===== config.mk =====
export PLATFORM = sky130hd
export DESIGN_NAME = crt_top
export DESIGN_NICKNAME = d
export VERILOG_FILES = /design/src/rtl/crt_pkg.sv /design/src/rtl/crt_twi_if.sv /design/src/rtl/crt_twi_slave.sv /design/src/rtl/crt_top.sv
export SDC_FILE = /design/constraint.sdc
export NUM_CORES = 1
export LEC_CHECK = 0
export CAP_MARGIN = 10
export CORE_MARGIN = 1.5
export CORE_UTILIZATION = 45
export DETAILED_ROUTE_END_ITERATION = 8
export DONT_BUFFER_PORTS = 1
export MAX_ROUTING_LAYER = met4
export PLACE_DENSITY = 0.66
export SYNTH_ARGS = -nofsm -noshare
export SYNTH_HDL_FRONTEND = slang
export SYNTH_SLANG_ARGS = --single-unit

===== constraint.sdc =====
create_clock -name clk -period 7.2 [get_ports clk]
set_clock_uncertainty 0.2 [all_clocks]
set_input_delay 0.36 -clock clk [delete_from_list [all_inputs] [get_ports clk]]
set_output_delay 0.36 -clock clk [all_outputs]
set_load 0.005 [all_outputs]

===== src/rtl/crt_pkg.sv =====
/*
 * Shared constants and types for the card reader command and interrupt
 * block: register indices, reset values, command codes and field bits.
 * Assumes byte-wide registers and a single 250 MHz system clock.
 */
package crt_pkg;

  // Register file layout
  localparam int REG_COUNT = 25;
  localparam logic [4:0] IDX_P1_CFG0  = 5'h00;
  localparam logic [4:0] IDX_P1_CFG1  = 5'h01;
  localparam logic [4:0] IDX_P1_PIN   = 5'h05;
  localparam logic [4:0] IDX_TMR_HI   = 5'h06;
  localparam logic [4:0] IDX_COMMON   = 5'h08;
  localparam logic [4:0] IDX_IRQ_MASK = 5'h0a;
  localparam logic [4:0] IDX_P2_CFG0  = 5'h0b;
  localparam logic [4:0] IDX_P3_CFG0  = 5'h0e;
  localparam logic [4:0] IDX_P4_CFG0  = 5'h10;
  localparam logic [4:0] IDX_P5_CFG0  = 5'h12;
  localparam logic [4:0] IDX_AUX      = 5'h14;
  localparam logic [4:0] IDX_REGUL    = 5'h15;
  localparam logic [4:0] IDX_SLEW1    = 5'h16;
  localparam logic [4:0] IDX_SLEW2    = 5'h17;
  localparam logic [4:0] CFG0_IDX [5] = '{IDX_P1_CFG0, IDX_P2_CFG0,
                                          IDX_P3_CFG0, IDX_P4_CFG0,
                                          IDX_P5_CFG0};

  // Values after reset (transition timer holds 400)
  localparam logic [7:0] PIN_RESET    = 8'h60;
  localparam logic [7:0] TMR_HI_RESET = 8'h01;
  localparam logic [7:0] TMR_LO_RESET = 8'h90;

  // Command codes
  localparam logic [7:0] CMD_RESET  = 8'hff;
  localparam logic [7:0] CMD_TIMER  = 8'hfc;
  localparam logic [7:0] CMD_COMMON = 8'hf8;
  localparam logic [7:0] CMD_P2     = 8'hf9;
  localparam logic [7:0] CMD_P3     = 8'hfa;
  localparam logic [7:0] CMD_P4     = 8'hfb;
  localparam logic [7:0] CMD_P5     = 8'hfd;
  localparam logic [7:0] CMD_AUX    = 8'hfe;
  localparam logic [7:0] CMD_SLEW   = 8'hf7;
  localparam logic [7:0] GC_RESET   = 8'h06;
  localparam logic [7:0] GC_ADDR    = 8'h00;
  localparam logic [3:0] ADDR_HIGH  = 4'h4;

  // Field bit positions
  localparam int B_TMO      = 5;
  localparam int B_CHG      = 4;
  localparam int B_OC       = 3;
  localparam int B_FLT      = 2;
  localparam int B_SETTLED  = 7;
  localparam int B_GOOD     = 6;
  localparam int B_PRIM_OFF = 5;
  localparam int B_SEC_OFF  = 5;
  localparam logic [1:0] SLEW_AUTO = 2'h0;

  // Read groups, one per write command family
  typedef enum logic [2:0] {
    G_SC1 = 3'h0, G_COM = 3'h1, G_P2 = 3'h2, G_P3 = 3'h3,
    G_P4 = 3'h4, G_P5 = 3'h5, G_AUX = 3'h6, G_SLEW = 3'h7
  } crt_grp_t;

  typedef struct packed {
    logic       ok;
    logic       rst;
    crt_grp_t   grp;
    logic [4:0] base;
    logic [2:0] len;
  } crt_cmd_t;

  // Serial slave states, Gray along idle-addr-write-read-hold
  typedef enum logic [2:0] {
    S_IDLE = 3'b000, S_ADDR = 3'b001, S_WRITE = 3'b011,
    S_READ = 3'b010, S_HOLD = 3'b110
  } crt_twi_st_t;

  function automatic crt_cmd_t crt_decode(input logic [7:0] c);
    crt_cmd_t r;
    r = '{ok: 1'b1, rst: 1'b0, grp: G_SC1, base: 5'h00, len: 3'h0};
    if (c[7:6] == 2'b10) begin
      r.base = IDX_P1_CFG1;
      r.len  = 3'h4;
    end else if (c[7]) begin
      unique case (c)
        CMD_RESET:  r.rst = 1'b1;
        CMD_TIMER:  r = '{1'b1, 1'b0, G_SC1, IDX_TMR_HI, 3'h2};
        CMD_COMMON: r = '{1'b1, 1'b0, G_COM, IDX_COMMON, 3'h3};
        CMD_P2:     r = '{1'b1, 1'b0, G_P2, IDX_P2_CFG0, 3'h3};
        CMD_P3:     r = '{1'b1, 1'b0, G_P3, IDX_P3_CFG0, 3'h2};
        CMD_P4:     r = '{1'b1, 1'b0, G_P4, IDX_P4_CFG0, 3'h2};
        CMD_P5:     r = '{1'b1, 1'b0, G_P5, IDX_P5_CFG0, 3'h2};
        CMD_AUX:    r = '{1'b1, 1'b0, G_AUX, IDX_AUX, 3'h2};
        CMD_SLEW:   r = '{1'b1, 1'b0, G_SLEW, IDX_SLEW1, 3'h3};
        default:    r.ok = 1'b0;
      endcase
    end
    return r;
  endfunction

endpackage


===== src/rtl/crt_twi_if.sv =====
/*
 * Byte-level carrier between the serial slave and the command core.
 * Both ends run on the same system clock.
 */
interface crt_twi_if;
  logic       byteStb;
  logic [7:0] byteData;
  logic       isCmd;
  logic       genCall;
  logic       rdStart;
  logic       rdAck;
  logic [7:0] rdData;
  logic [1:0] devAddr;

  modport slave (output byteStb, byteData, isCmd, genCall, rdStart,
                 rdAck, input rdData, devAddr);
  modport core  (input byteStb, byteData, isCmd, genCall, rdStart,
                 rdAck, output rdData, devAddr);
endinterface


===== src/rtl/crt_twi_slave.sv =====
/*
 * Two-wire serial slave: oversamples the link clock and data, acks its
 * own address and the general call, delivers written bytes and serves
 * read bytes. Assumes the link runs far slower than the system clock.
 */
module crt_twi_slave import crt_pkg::*; (
  // System
  input  wire logic clk,
  input  wire logic reset,
  // Link pins
  input  wire logic sclIn,
  input  wire logic sdaIn,
  output logic      sdaOe,
  // Core side
  crt_twi_if.slave  lnk
);
  logic [1:0] sclS_q, sdaS_q;
  logic sclP_q, sdaP_q, ackPh_q, rw_q, first_q;
  logic [3:0] bitCnt_q;
  logic [7:0] sh_q;
  crt_twi_st_t st_q;

  // Only the second stage feeds edge logic
  wire scl = sclS_q[1];
  wire sda = sdaS_q[1];
  wire sclRise = scl & ~sclP_q;
  wire sclFall = ~scl & sclP_q;
  wire startC  = scl & sclP_q & sdaP_q & ~sda;
  wire stopC   = scl & sclP_q & ~sdaP_q & sda;
  wire ownHit  = sh_q[7:1] == {ADDR_HIGH, lnk.devAddr, 1'b1};
  wire gcHit   = sh_q == GC_ADDR;
  wire rxPh    = (st_q == S_ADDR) | (st_q == S_WRITE);

  always_ff @(posedge clk) begin
    {sclS_q, sclP_q} <= {sclS_q[0], sclIn, sclS_q[1]};
    {sdaS_q, sdaP_q} <= {sdaS_q[0], sdaIn, sdaS_q[1]};
  end

  // Bit and byte sequencing; start and stop override everything except reset
  always_ff @(posedge clk) begin
    lnk.byteStb <= 1'b0;
    lnk.rdStart <= 1'b0;
    lnk.rdAck   <= 1'b0;
    if (reset) begin
      st_q <= S_IDLE;
      {sdaOe, ackPh_q, rw_q, first_q, lnk.genCall} <= '0;
      bitCnt_q     <= 4'h0;
      sh_q         <= 8'h00;
      lnk.byteData <= 8'h00;
      lnk.isCmd    <= 1'b0;
    end else if (startC | stopC) begin
      st_q     <= startC ? S_ADDR : S_IDLE;
      bitCnt_q <= 4'h0;
      {sdaOe, ackPh_q} <= 2'b00;
    end else if (rxPh & ~ackPh_q & sclRise) begin
      sh_q     <= {sh_q[6:0], sda};
      bitCnt_q <= bitCnt_q + 4'h1;
    end else if (rxPh & ~ackPh_q & sclFall & bitCnt_q == 4'h8) begin
      if (st_q == S_WRITE | ownHit | gcHit) begin
        {sdaOe, ackPh_q} <= 2'b11;
      end else begin
        st_q <= S_HOLD;
      end
      if (st_q == S_ADDR) begin
        rw_q        <= sh_q[0];
        lnk.genCall <= gcHit;
        lnk.rdStart <= sh_q[0] & ownHit;
      end
    end else if (rxPh & ackPh_q & sclFall) begin
      {ackPh_q, bitCnt_q} <= 5'h00;
      sdaOe <= 1'b0;
      if (st_q == S_WRITE) begin
        lnk.byteStb  <= 1'b1;
        lnk.byteData <= sh_q;
        lnk.isCmd    <= first_q;
        first_q      <= 1'b0;
      end else if (rw_q & ~lnk.genCall) begin
        st_q  <= S_READ;
        sh_q  <= lnk.rdData;
        sdaOe <= ~lnk.rdData[7];
      end else begin
        st_q    <= rw_q ? S_HOLD : S_WRITE;
        first_q <= 1'b1;
      end
    end else if (st_q == S_READ & ~ackPh_q & sclFall) begin
      if (bitCnt_q == 4'h7) begin
        {sdaOe, ackPh_q} <= 2'b01;
      end else begin
        sh_q     <= {sh_q[6:0], 1'b1};
        sdaOe    <= ~sh_q[6];
        bitCnt_q <= bitCnt_q + 4'h1;
      end
    end else if (st_q == S_READ & ackPh_q & sclRise) begin
      // Master acknowledge commits the byte; a not-ack ends the read
      lnk.rdAck <= ~sda;
      if (sda) begin
        st_q <= S_HOLD;
      end
    end else if (st_q == S_READ & ackPh_q & sclFall) begin
      {ackPh_q, bitCnt_q} <= 5'h00;
      sh_q  <= lnk.rdData;
      sdaOe <= ~lnk.rdData[7];
    end
  end
endmodule


===== src/rtl/crt_top.sv =====
/*
 * Card reader command interpreter and interrupt collector. Decodes write
 * commands from the serial link into a byte register file, serves reads
 * from a read pointer, keeps sticky event flags, drives the shared
 * interrupt, power-down and edge-rate selections.
 * Assumes the activation sequencer shares clk and drives the answer
 * timeout strobes and capture value; analog status lines are asynchronous.
 */
module crt_top import crt_pkg::*; #(
  parameter int PORTS = 5
) (
  // System
  input  wire logic                     clk,
  input  wire logic                     reset,
  // Serial link
  input  wire logic                     sclIn,
  input  wire logic                     sdaIn,
  output logic                          sdaOut,
  output logic                          sdaOe,
  input  wire logic [1:0]               addrPin,
  // Analog status, asynchronous
  input  wire logic [1:0]               cardPresentIn,
  input  wire logic [PORTS-1:0]         supplyGoodIn,
  input  wire logic                     auxGoodIn,
  input  wire logic                     overcurrentIn,
  input  wire logic [PORTS-1:0]         supplyRangeErrIn,
  // Activation sequencer, same clock
  input  wire logic [PORTS-1:0]         answerTimeoutStb,
  input  wire logic [15:0]              captureValue,
  // Interrupt
  output logic                          irqN,
  // Configuration
  output logic [REG_COUNT-1:0][7:0]     cfgRegs,
  output logic [PORTS-1:0][1:0]         clockRate,
  output logic [PORTS-1:0][1:0]         dataRiseRate,
  // Power and reset effects
  output logic                          primaryConverterOff,
  output logic                          secondaryConverterOff,
  output logic                          regulatorPowerDown,
  output logic                          emergencyDeact
);
  localparam int SW = 2 * PORTS + 6;

  crt_twi_if lnk ();

  logic          swRst_q;
  logic [SW-1:0] sync1_q, sync2_q, prev_q;
  logic [PORTS-1:0] settled_q, fault_q, tmo_q;
  logic [1:0]    chg_q;
  logic          oc_q, aux_q;
  logic [4:0]    wrIdx_q;
  logic [2:0]    wrLeft_q;
  crt_grp_t      rdGrp_q;
  logic [3:0]    rdIdx_q;
  logic [7:0]    rdByte;

  // Soft reset reinitializes registers and the serial slave
  wire rstAll = reset | swRst_q;

  crt_twi_slave u_slave (
    .clk   (clk),
    .reset (rstAll),
    .sclIn (sclIn),
    .sdaIn (sdaIn),
    .sdaOe (sdaOe),
    .lnk   (lnk.slave)
  );

  // Two-stage synchronisers for pins; edges taken past the second stage
  always_ff @(posedge clk) begin
    sync1_q <= {addrPin, cardPresentIn, supplyGoodIn, auxGoodIn,
                overcurrentIn, supplyRangeErrIn};
    sync2_q <= sync1_q;
    prev_q  <= sync2_q;
  end

  wire [PORTS-1:0] rangeErr = sync2_q[PORTS-1:0];
  wire [PORTS-1:0] rangeErrP = prev_q[PORTS-1:0];
  wire             ocS   = sync2_q[PORTS];
  wire             ocP   = prev_q[PORTS];
  wire             auxGd = sync2_q[PORTS+1];
  wire             auxGdP = prev_q[PORTS+1];
  wire [PORTS-1:0] good  = sync2_q[2*PORTS+1:PORTS+2];
  wire [PORTS-1:0] goodP = prev_q[2*PORTS+1:PORTS+2];
  wire [1:0]       pres  = sync2_q[2*PORTS+3:2*PORTS+2];
  wire [1:0]       presP = prev_q[2*PORTS+3:2*PORTS+2];
  assign lnk.devAddr = sync2_q[SW-1:SW-2];
  assign lnk.rdData  = rdByte;

  // Command decode
  wire      cmdStb   = lnk.byteStb & lnk.isCmd;
  crt_cmd_t dec;
  assign dec = crt_decode(lnk.byteData);
  wire gcReset  = cmdStb & lnk.genCall & (lnk.byteData == GC_RESET);
  wire ownCmd   = cmdStb & ~lnk.genCall & dec.ok;
  wire resetHit = gcReset | (ownCmd & dec.rst);
  wire cfg0Hit  = ownCmd & (lnk.byteData[7:6] == 2'b10);
  wire pinHit   = ownCmd & ~lnk.byteData[7];
  wire dataHit  = lnk.byteStb & ~lnk.isCmd & ~lnk.genCall &
                  (wrLeft_q != 3'h0);

  // Register file write port selection
  wire       regWe    = cfg0Hit | pinHit | dataHit;
  wire [4:0] regWIdx  = cfg0Hit ? IDX_P1_CFG0 :
                        pinHit  ? IDX_P1_PIN  : wrIdx_q;
  wire [7:0] regWData = cfg0Hit ? {2'b10, lnk.byteData[5:0]} :
                        pinHit  ? {1'b0, lnk.byteData[6:0]} :
                        lnk.byteData;

  // Soft reset pulse and emergency deactivation if a port is powered
  wire anyActive;
  always_ff @(posedge clk) begin
    if (reset) begin
      swRst_q        <= 1'b0;
      emergencyDeact <= 1'b0;
    end else begin
      swRst_q        <= resetHit;
      emergencyDeact <= resetHit & anyActive;
    end
  end

  // Data byte sequencing inside a command
  always_ff @(posedge clk) begin
    if (rstAll) begin
      wrIdx_q  <= 5'h00;
      wrLeft_q <= 3'h0;
    end else if (cmdStb) begin
      // following bytes fill the group in order
      // Unknown commands zero the count so stale groups get no bytes
      wrIdx_q  <= dec.base;
      wrLeft_q <= ownCmd ? dec.len : 3'h0;
    end else if (dataHit) begin
      wrIdx_q  <= wrIdx_q + 5'h01;
      wrLeft_q <= wrLeft_q - 3'h1;
    end
  end

  // Register file storage
  always_ff @(posedge clk) begin
    if (rstAll) begin
      cfgRegs             <= '0;
      cfgRegs[IDX_P1_PIN] <= PIN_RESET;
      cfgRegs[IDX_TMR_HI] <= TMR_HI_RESET;
      cfgRegs[IDX_TMR_HI + 5'h01] <= TMR_LO_RESET;
    end else if (regWe) begin
      // grouped loads land at consecutive entries
      cfgRegs[regWIdx] <= regWData;
    end
  end

  // Read pointer: set by every known own write command, advanced on master ack
  always_ff @(posedge clk) begin
    if (rstAll) begin
      rdGrp_q <= G_SC1;
      rdIdx_q <= 4'h0;
    end else if (ownCmd) begin
      rdGrp_q <= dec.grp;
      rdIdx_q <= 4'h0;
    end else if (lnk.rdStart) begin
      rdIdx_q <= 4'h0;
    end else if (lnk.rdAck & (rdIdx_q != 4'hf)) begin
      rdIdx_q <= rdIdx_q + 4'h1;
    end
  end

  // Flag clear strobes, only after the master acked the carrying byte
  // clear waits for master ack
  wire ackFirst   = lnk.rdAck & (rdIdx_q == 4'h0);
  wire clrP1Stat  = ackFirst & (rdGrp_q == G_SC1);
  wire clrP1Cfg0  = lnk.rdAck & (rdGrp_q == G_SC1) &
                    (rdIdx_q == 4'h1);
  wire clrAux     = ackFirst & (rdGrp_q == G_AUX);
  wire [PORTS-1:0] clrSettled, clrErr, swTmo, swFlt, setTmo, setFlt;
  wire [PORTS-1:0] active, portPend;

  // Per-port flags, images and edge-rate choice
  genvar n;
  generate
    for (n = 0; n < PORTS; n++) begin : g_port
      wire [1:0] sel = cfgRegs[CFG0_IDX[n]][1:0];
      // Both slew bytes joined first; a concatenation cannot be sliced
      wire [15:0] slewAll = {cfgRegs[IDX_SLEW2], cfgRegs[IDX_SLEW1]};
      wire [1:0] mode = slewAll[2*n +: 2];
      wire       cfgWr = regWe & (regWIdx == CFG0_IDX[n]);
      if (n == 0) begin : g_p1
        // port one flags clear by their own byte
        assign clrSettled[n] = clrP1Stat;
        assign clrErr[n]     = clrP1Cfg0;
        // port one flags always reach the interrupt
        assign portPend[n]   = settled_q[n] | fault_q[n] | tmo_q[n];
      end else begin : g_pn
        assign clrSettled[n] = ackFirst & (rdGrp_q == crt_grp_t'(n + 1));
        assign clrErr[n]     = clrSettled[n];
        // masked port still flags but stays off the line
        assign portPend[n]   = (settled_q[n] | fault_q[n] | tmo_q[n] |
                                (n == 1 && chg_q[1])) &
                               ~cfgRegs[IDX_IRQ_MASK][n-1];
      end
      // software may set the timeout flag
      assign swTmo[n]  = cfgWr & regWData[B_TMO];
      // software may set the fault flag
      assign swFlt[n]  = cfgWr & regWData[B_FLT];
      assign setTmo[n] = answerTimeoutStb[n] | swTmo[n];
      assign setFlt[n] = (rangeErr[n] & ~rangeErrP[n]) | swFlt[n];
      assign active[n] = sel != 2'b00;

      always_ff @(posedge clk) begin
        if (rstAll) begin
          {settled_q[n], fault_q[n], tmo_q[n]} <= 3'b000;
          clockRate[n]    <= 2'b00;
          dataRiseRate[n] <= 2'b00;
        end else begin
          settled_q[n] <= (good[n] & ~goodP[n]) |
                          (settled_q[n] & ~clrSettled[n]);
          fault_q[n]   <= setFlt[n] | (fault_q[n] & ~clrErr[n]);
          tmo_q[n]     <= setTmo[n] | (tmo_q[n] & ~clrErr[n]);
          // automatic follows supply field, else forced
          clockRate[n]    <= (mode == SLEW_AUTO) ? sel : mode;
          // data pin rate governs rising edge only
          dataRiseRate[n] <= (mode == SLEW_AUTO) ? sel : mode;
        end
      end
    end
  endgenerate

  assign anyActive = |active;

  // Card change, overcurrent and aux flags; a set beats a clear
  wire swChg1 = cfg0Hit & regWData[B_CHG];
  wire swOc   = cfg0Hit & regWData[B_OC];
  wire swChg2 = regWe & (regWIdx == IDX_P2_CFG0) & regWData[B_CHG];
  always_ff @(posedge clk) begin
    if (rstAll) begin
      chg_q <= 2'b00;
      oc_q  <= 1'b0;
      aux_q <= 1'b0;
    end else begin
      chg_q[0] <= (pres[0] ^ presP[0]) | swChg1 | (chg_q[0] & ~clrP1Cfg0);
      chg_q[1] <= (pres[1] ^ presP[1]) | swChg2 |
                  (chg_q[1] & ~clrSettled[1]);
      oc_q     <= (ocS & ~ocP) | swOc | (oc_q & ~clrP1Cfg0);
      aux_q    <= (auxGd & ~auxGdP) | (aux_q & ~clrAux);
    end
  end

  // any unmasked flag pulls the line low
  wire pending = (|portPend) | chg_q[0] | oc_q | aux_q;

  // Interrupt, link data and power-down outputs
  always_ff @(posedge clk) begin
    if (rstAll) begin
      irqN   <= 1'b1;
      sdaOut <= 1'b0;
      {primaryConverterOff, secondaryConverterOff} <= 2'b00;
      regulatorPowerDown <= 1'b0;
    end else begin
      // active low only, driven high while no flag is pending
      irqN   <= ~pending;
      sdaOut <= 1'b0;
      primaryConverterOff   <= cfgRegs[IDX_P1_CFG1][B_PRIM_OFF];
      secondaryConverterOff <= cfgRegs[IDX_AUX][B_SEC_OFF];
      // both off bits power down the regulator
      regulatorPowerDown    <= cfgRegs[IDX_P1_CFG1][B_PRIM_OFF] &
                               cfgRegs[IDX_AUX][B_SEC_OFF];
    end
  end

  // Status images, non-clearing status merged with sticky flags
  // presence and supply-good shown live
  wire [7:0] p1Status = {2'b00, pres[0], good[0], 1'b0,
                         settled_q[0], 2'b00};
  wire [7:0] p1Cfg0   = {2'b10, tmo_q[0], chg_q[0], oc_q, fault_q[0],
                         cfgRegs[IDX_P1_CFG0][1:0]};
  wire [7:0] commonSt = {1'b0, pres[1], auxGd, good};
  wire [7:0] auxImg   = {aux_q, auxGd, cfgRegs[IDX_AUX][5:0]};
  wire [3:0] rdM1     = rdIdx_q - 4'h1;

  function automatic logic [7:0] portImg(input int p);
    portImg = {settled_q[p], good[p], tmo_q[p], p == 1 && chg_q[1],
               1'b0, fault_q[p], cfgRegs[CFG0_IDX[p]][1:0]};
  endfunction

  // Read byte selection; anything past a group end reads FFh
  // capture bytes let the host judge timeouts
  always_comb begin
    rdByte = 8'hff;
    unique case (rdGrp_q)
      G_SC1: begin
        if (rdIdx_q == 4'h0) begin
          rdByte = p1Status;
        end else if (rdIdx_q == 4'h1) begin
          rdByte = p1Cfg0;
        end else if (rdIdx_q <= 4'h8) begin
          rdByte = cfgRegs[{1'b0, rdM1}];
        end else if (rdIdx_q == 4'h9) begin
          rdByte = captureValue[15:8];
        end else if (rdIdx_q == 4'ha) begin
          rdByte = captureValue[7:0];
        end
      end
      G_COM: begin
        if (rdIdx_q == 4'h0) begin
          rdByte = commonSt;
        end else if (rdIdx_q <= 4'h3) begin
          rdByte = cfgRegs[IDX_COMMON + {1'b0, rdM1}];
        end
      end
      G_P2, G_P3, G_P4, G_P5: begin
        // port two has three bytes, others two
        if (rdIdx_q == 4'h0) begin
          rdByte = portImg(int'(rdGrp_q) - 1);
        end else if (rdIdx_q == 4'h1 ||
                     (rdIdx_q == 4'h2 && rdGrp_q == G_P2)) begin
          rdByte = cfgRegs[CFG0_IDX[int'(rdGrp_q) - 1] + {1'b0, rdIdx_q}];
        end
      end
      G_AUX: begin
        if (rdIdx_q == 4'h0) begin
          rdByte = auxImg;
        end else if (rdIdx_q == 4'h1) begin
          rdByte = cfgRegs[IDX_REGUL];
        end
      end
      G_SLEW: begin
        if (rdIdx_q <= 4'h2) begin
          rdByte = cfgRegs[IDX_SLEW1 + {1'b0, rdIdx_q}];
        end
      end
    endcase
  end
endmodule


==> results.toml <==
[run_status]
outcome = "finished clean"

[detailed_routing]
drtAntennaViolNets = 0
wirelength_um = 74100
dr.pass1.iters = 5
first_iter_violations = 1868
drcViolationCount = 0
via_per_inst = 6.66
wl_per_cell_um = 31.8
via_count = 15493

[floorplan]
die_w_um = 201
core_area_um2 = 38600
die_h_um = 201
dieArea_um2 = 40400
ios = 268
rows = 72
start_util_pct = 45.6

[final_layout]
fillCellCount = 3576
nNetsFinal = 1842
syn2layout_area_growth_pct = 10.9
regArea_um2 = 6700
drive_gt1_share_pct = 14.3
post_layout_nonfiller_instances = 2328
multi_input_area_um2 = 10200

[timing]
rsz0062_at_grt = "no"
finalSetupViolCount = 0
post-route-period-util_pct = 69.1
hold_viol = 0
slew_violations = 0
fmax_mhz = 201
final.setup.tns_ns = 0
worstMarginPinSlew_ns = 1.24
slew_headroom_pct = 17.3
period_minus_slack_ns = 4.98

[global_route]
grt_pass1_vias = 14680
antenna_found_initial = 4
grt_pass1_wl_um = 107000
overflow = 0
grt.total_usage_pct = 37.4
grt_max_degree = 93

[critical_path]
cp_max_fo = 30
critPathLaunch = "rdGrp_q[0]"
start_kind = "flop"
arrival_ns = 5.23
r2r-end = "u_slave.sh_q[1]"
worst_setup_path_end_kind = "flop"
rr_startpoint = "rdGrp_q[0]"
path_class = "flop to flop"
rr_worst_depth = 13
ff2ff_setup_slack_ns = 2.22
critPathRequiredTime_ns = 7.45

[clocking]
clk_pin_slew_ns = 0.06
clk_latency_ns = 0.58
root_buffer = "clkbuf_16"
clock_path_buffers = 3
cts.htree.levels = 2
cts_setup_buffers = 0
post_cts_resized = 0
cts_buffers = 38
numClockSinks = 334
cts_tree = "done"

[synthesis]
synth_seq_cells = 334
synth-main-ff-cell = "dfxtp_1"
synth-seq-area-share_pct = 37.9
syn_inst = 1826
synth.cell_area_um2 = 17600
synth_area_leaders = "dfxtp_1, mux4_2, mux2i_1"
yosys_warnings = 0
synth_edf_count = 0
synthDistinctLibCells = 88
synthArstFlopShare_pct = 0
syn-num-nets = 1891
synth_largest_area_cell = "dfxtp_1"
syn_area_per_cell_um2 = 9.65
yosysTopAreaCellShare_pct = 37.9

[place]
dp_cells = 2231
hpwl_um = 54500
gp_routability_congestion = 1.01
port_buffers = 0

[pwr]
p_leak_nw = 6.72
powerDensity_nw_per_um2 = 210
ir_worst_vdd_mv = 0.288

[hold_path]
min_path_type = "flop to flop"
min-delay-start = "sync1_q[11]"
worst_hold_path.num_cells = 0
worst_hold_path.endpoint = "sync2_q[11]"

[job]
drv_cap = 0
==> worst max-delay path, stage by stage, from the launching register on <==
cell and delay (ns):
dfxtp_1 0.55, inv_1 0.15, ha_1 0.22, inv_1 0.08
ha_1 0.31, nor3_1 0.50, inv_2 0.17, fa_2 1.01
buf_4 0.53, mux4_2 0.56, mux2i_1 0.15, a221oi_1 0.11
a32oi_1 0.23, o31ai_1 0.08
==> layout by cell type, fill, tap and decap left out, types with 18 or more instances in the layout <==
master / n
ha_1: 22
nor3_1: 34
dlygate4sd3_1: 24
nand2b_1: 18
a21oi_1: 131
clkbuf_16: 39
inv_1: 37
nand3_1: 64
buf_4: 32
nand2_1: 154
mux4_2: 113
mux2i_1: 192
dfxtp_1: 328
o21ai_0: 41
nor2_1: 236
nor2b_1: 20
==> worst max path at each step <==
| stage | to | slack (ns) | cells after the start |
|---|---|---|---|
| after global placement | u_slave.sh_q[1] | 2.29 | 13 |
| final | u_slave.sh_q[1] | 2.22 | 13 |
| after global routing | u_slave.sh_q[1] | 1.97 | 13 |
| after CTS | u_slave.sh_q[1] | 2.25 | 13 |
| after detailed placement | u_slave.sh_q[1] | 2.23 | 13 |
| after floorplan | u_slave.sh_q[5] | 2.80 | 16 |
==> cells by family (layout without fill, tap and decap cells) <==
family | after synthesis | count (layout) | share of synthesized area [%]
adders and majority gates | 24 | 24 | 1.75
AOI/OAI and AO/OA | 310 | 310 | 11.2
DFF | 334 | 334 | 37.9
and+or+nand+nor | 637 | 637 | 17.1
other | 1 | 4 | 0.0213
xor gates and xnor gates | 19 | 19 | 1.03
buffers and inverters | 187 | 168 | 4.75
muxes | 314 | 314 | 26.2
==> report_power, final <==
group	internal [mW]	switching, mW	leakage, nW	total, mW
combinational	0.0319	0.0524	3.34	0.0843
clock	1.30	0.818	0.661	2.12
sequential	1.87	0.0231	2.72	1.90
==> flip-flops by register name (all words and copies together) (netlist names), 2 cells and up <==
signal / count
settled_q: 4
sync2_q: 16
u_slave.sdaS_q: 2
cfgRegs: 200
rdIdx_q: 4
tmo_q: 4
u_slave.sh_q: 8
prev_q: 14
u_slave.st_q: 3
u_slave.sclS_q: 2
fault_q: 5
u_slave.lnk.byteData: 8
sync1_q: 16
wrLeft_q: 3
chg_q: 2
dataRiseRate: 10
rdGrp_q: 3
wrIdx_q: 5
u_slave.bitCnt_q: 4
==> synth_stat cells, types with 8 or more instances <==
| cell | number |
|---|---|
| dfxtp_1 | 334 |
| nor2_1 | 236 |
| mux2i_1 | 192 |
| nand2_1 | 154 |
| a21oi_1 | 131 |
| mux4_2 | 113 |
| clkbuf_1 | 82 |
| nand3_1 | 64 |
| o21ai_0 | 41 |
| inv_1 | 37 |
| nor3_1 | 35 |
| ha_1 | 23 |
| buf_1 | 21 |
| buf_4 | 20 |
| nor2b_1 | 20 |
| buf_2 | 18 |
| nand2b_1 | 18 |
| o211ai_1 | 15 |
| nand4_1 | 14 |
| nor4_1 | 14 |
| a31oi_1 | 13 |
| nor2_2 | 12 |
| a221oi_1 | 10 |
| o221ai_1 | 10 |
| o22ai_1 | 10 |
| xor2_1 | 10 |
| a22oi_1 | 8 |
| and2_1 | 8 |
==> per-layer routing <==
layer,track usage [%],part of all wire (%),wire [um]
met1,48.1,39,29200
met2,55.0,44,33000
met3,10.8,12,8630
met4,15.4,4.5,3310
met5,-,0,0
==> through the flow <==
step	setup slack, ns	cell area (um2)	utilization (%)	hold WS [ns]	total power, mW
5_1_grt	1.97	19500	50.6	0.129	4.20
3_5_place_dp	2.23	17900	46.4	0.113	2.01
6_report	2.22	19500	50.6	0.126	4.10
2_1_floorplan	2.80	17600	-	0.110	1.98
3_3_place_gp	2.29	17900	46.4	0.113	2.01
4_1_cts	2.25	19500	50.5	0.126	4.12
==> final cells by class <==
class / instances / area share, %
Clock buffer: 57 / 5.75
Inverter: 41 / 0.788
Multi-Input combinational cell: 1305 / 52.0
Antenna cell: 3 / 0.0384
Clock inverter: 13 / 1.24
Tap cell: 518 / 3.32
Sequential cell: 334 / 34.3
Timing Repair Buffer: 57 / 2.56
==> what timing repair did <==
action | in CTS | in global routing
endpoints found under the setup margin | 0 | 0
hold endpoints to repair | 39 | 0
hold buffers | 24 | 0
Note: power is estimated with default switching activity, not from simulation.
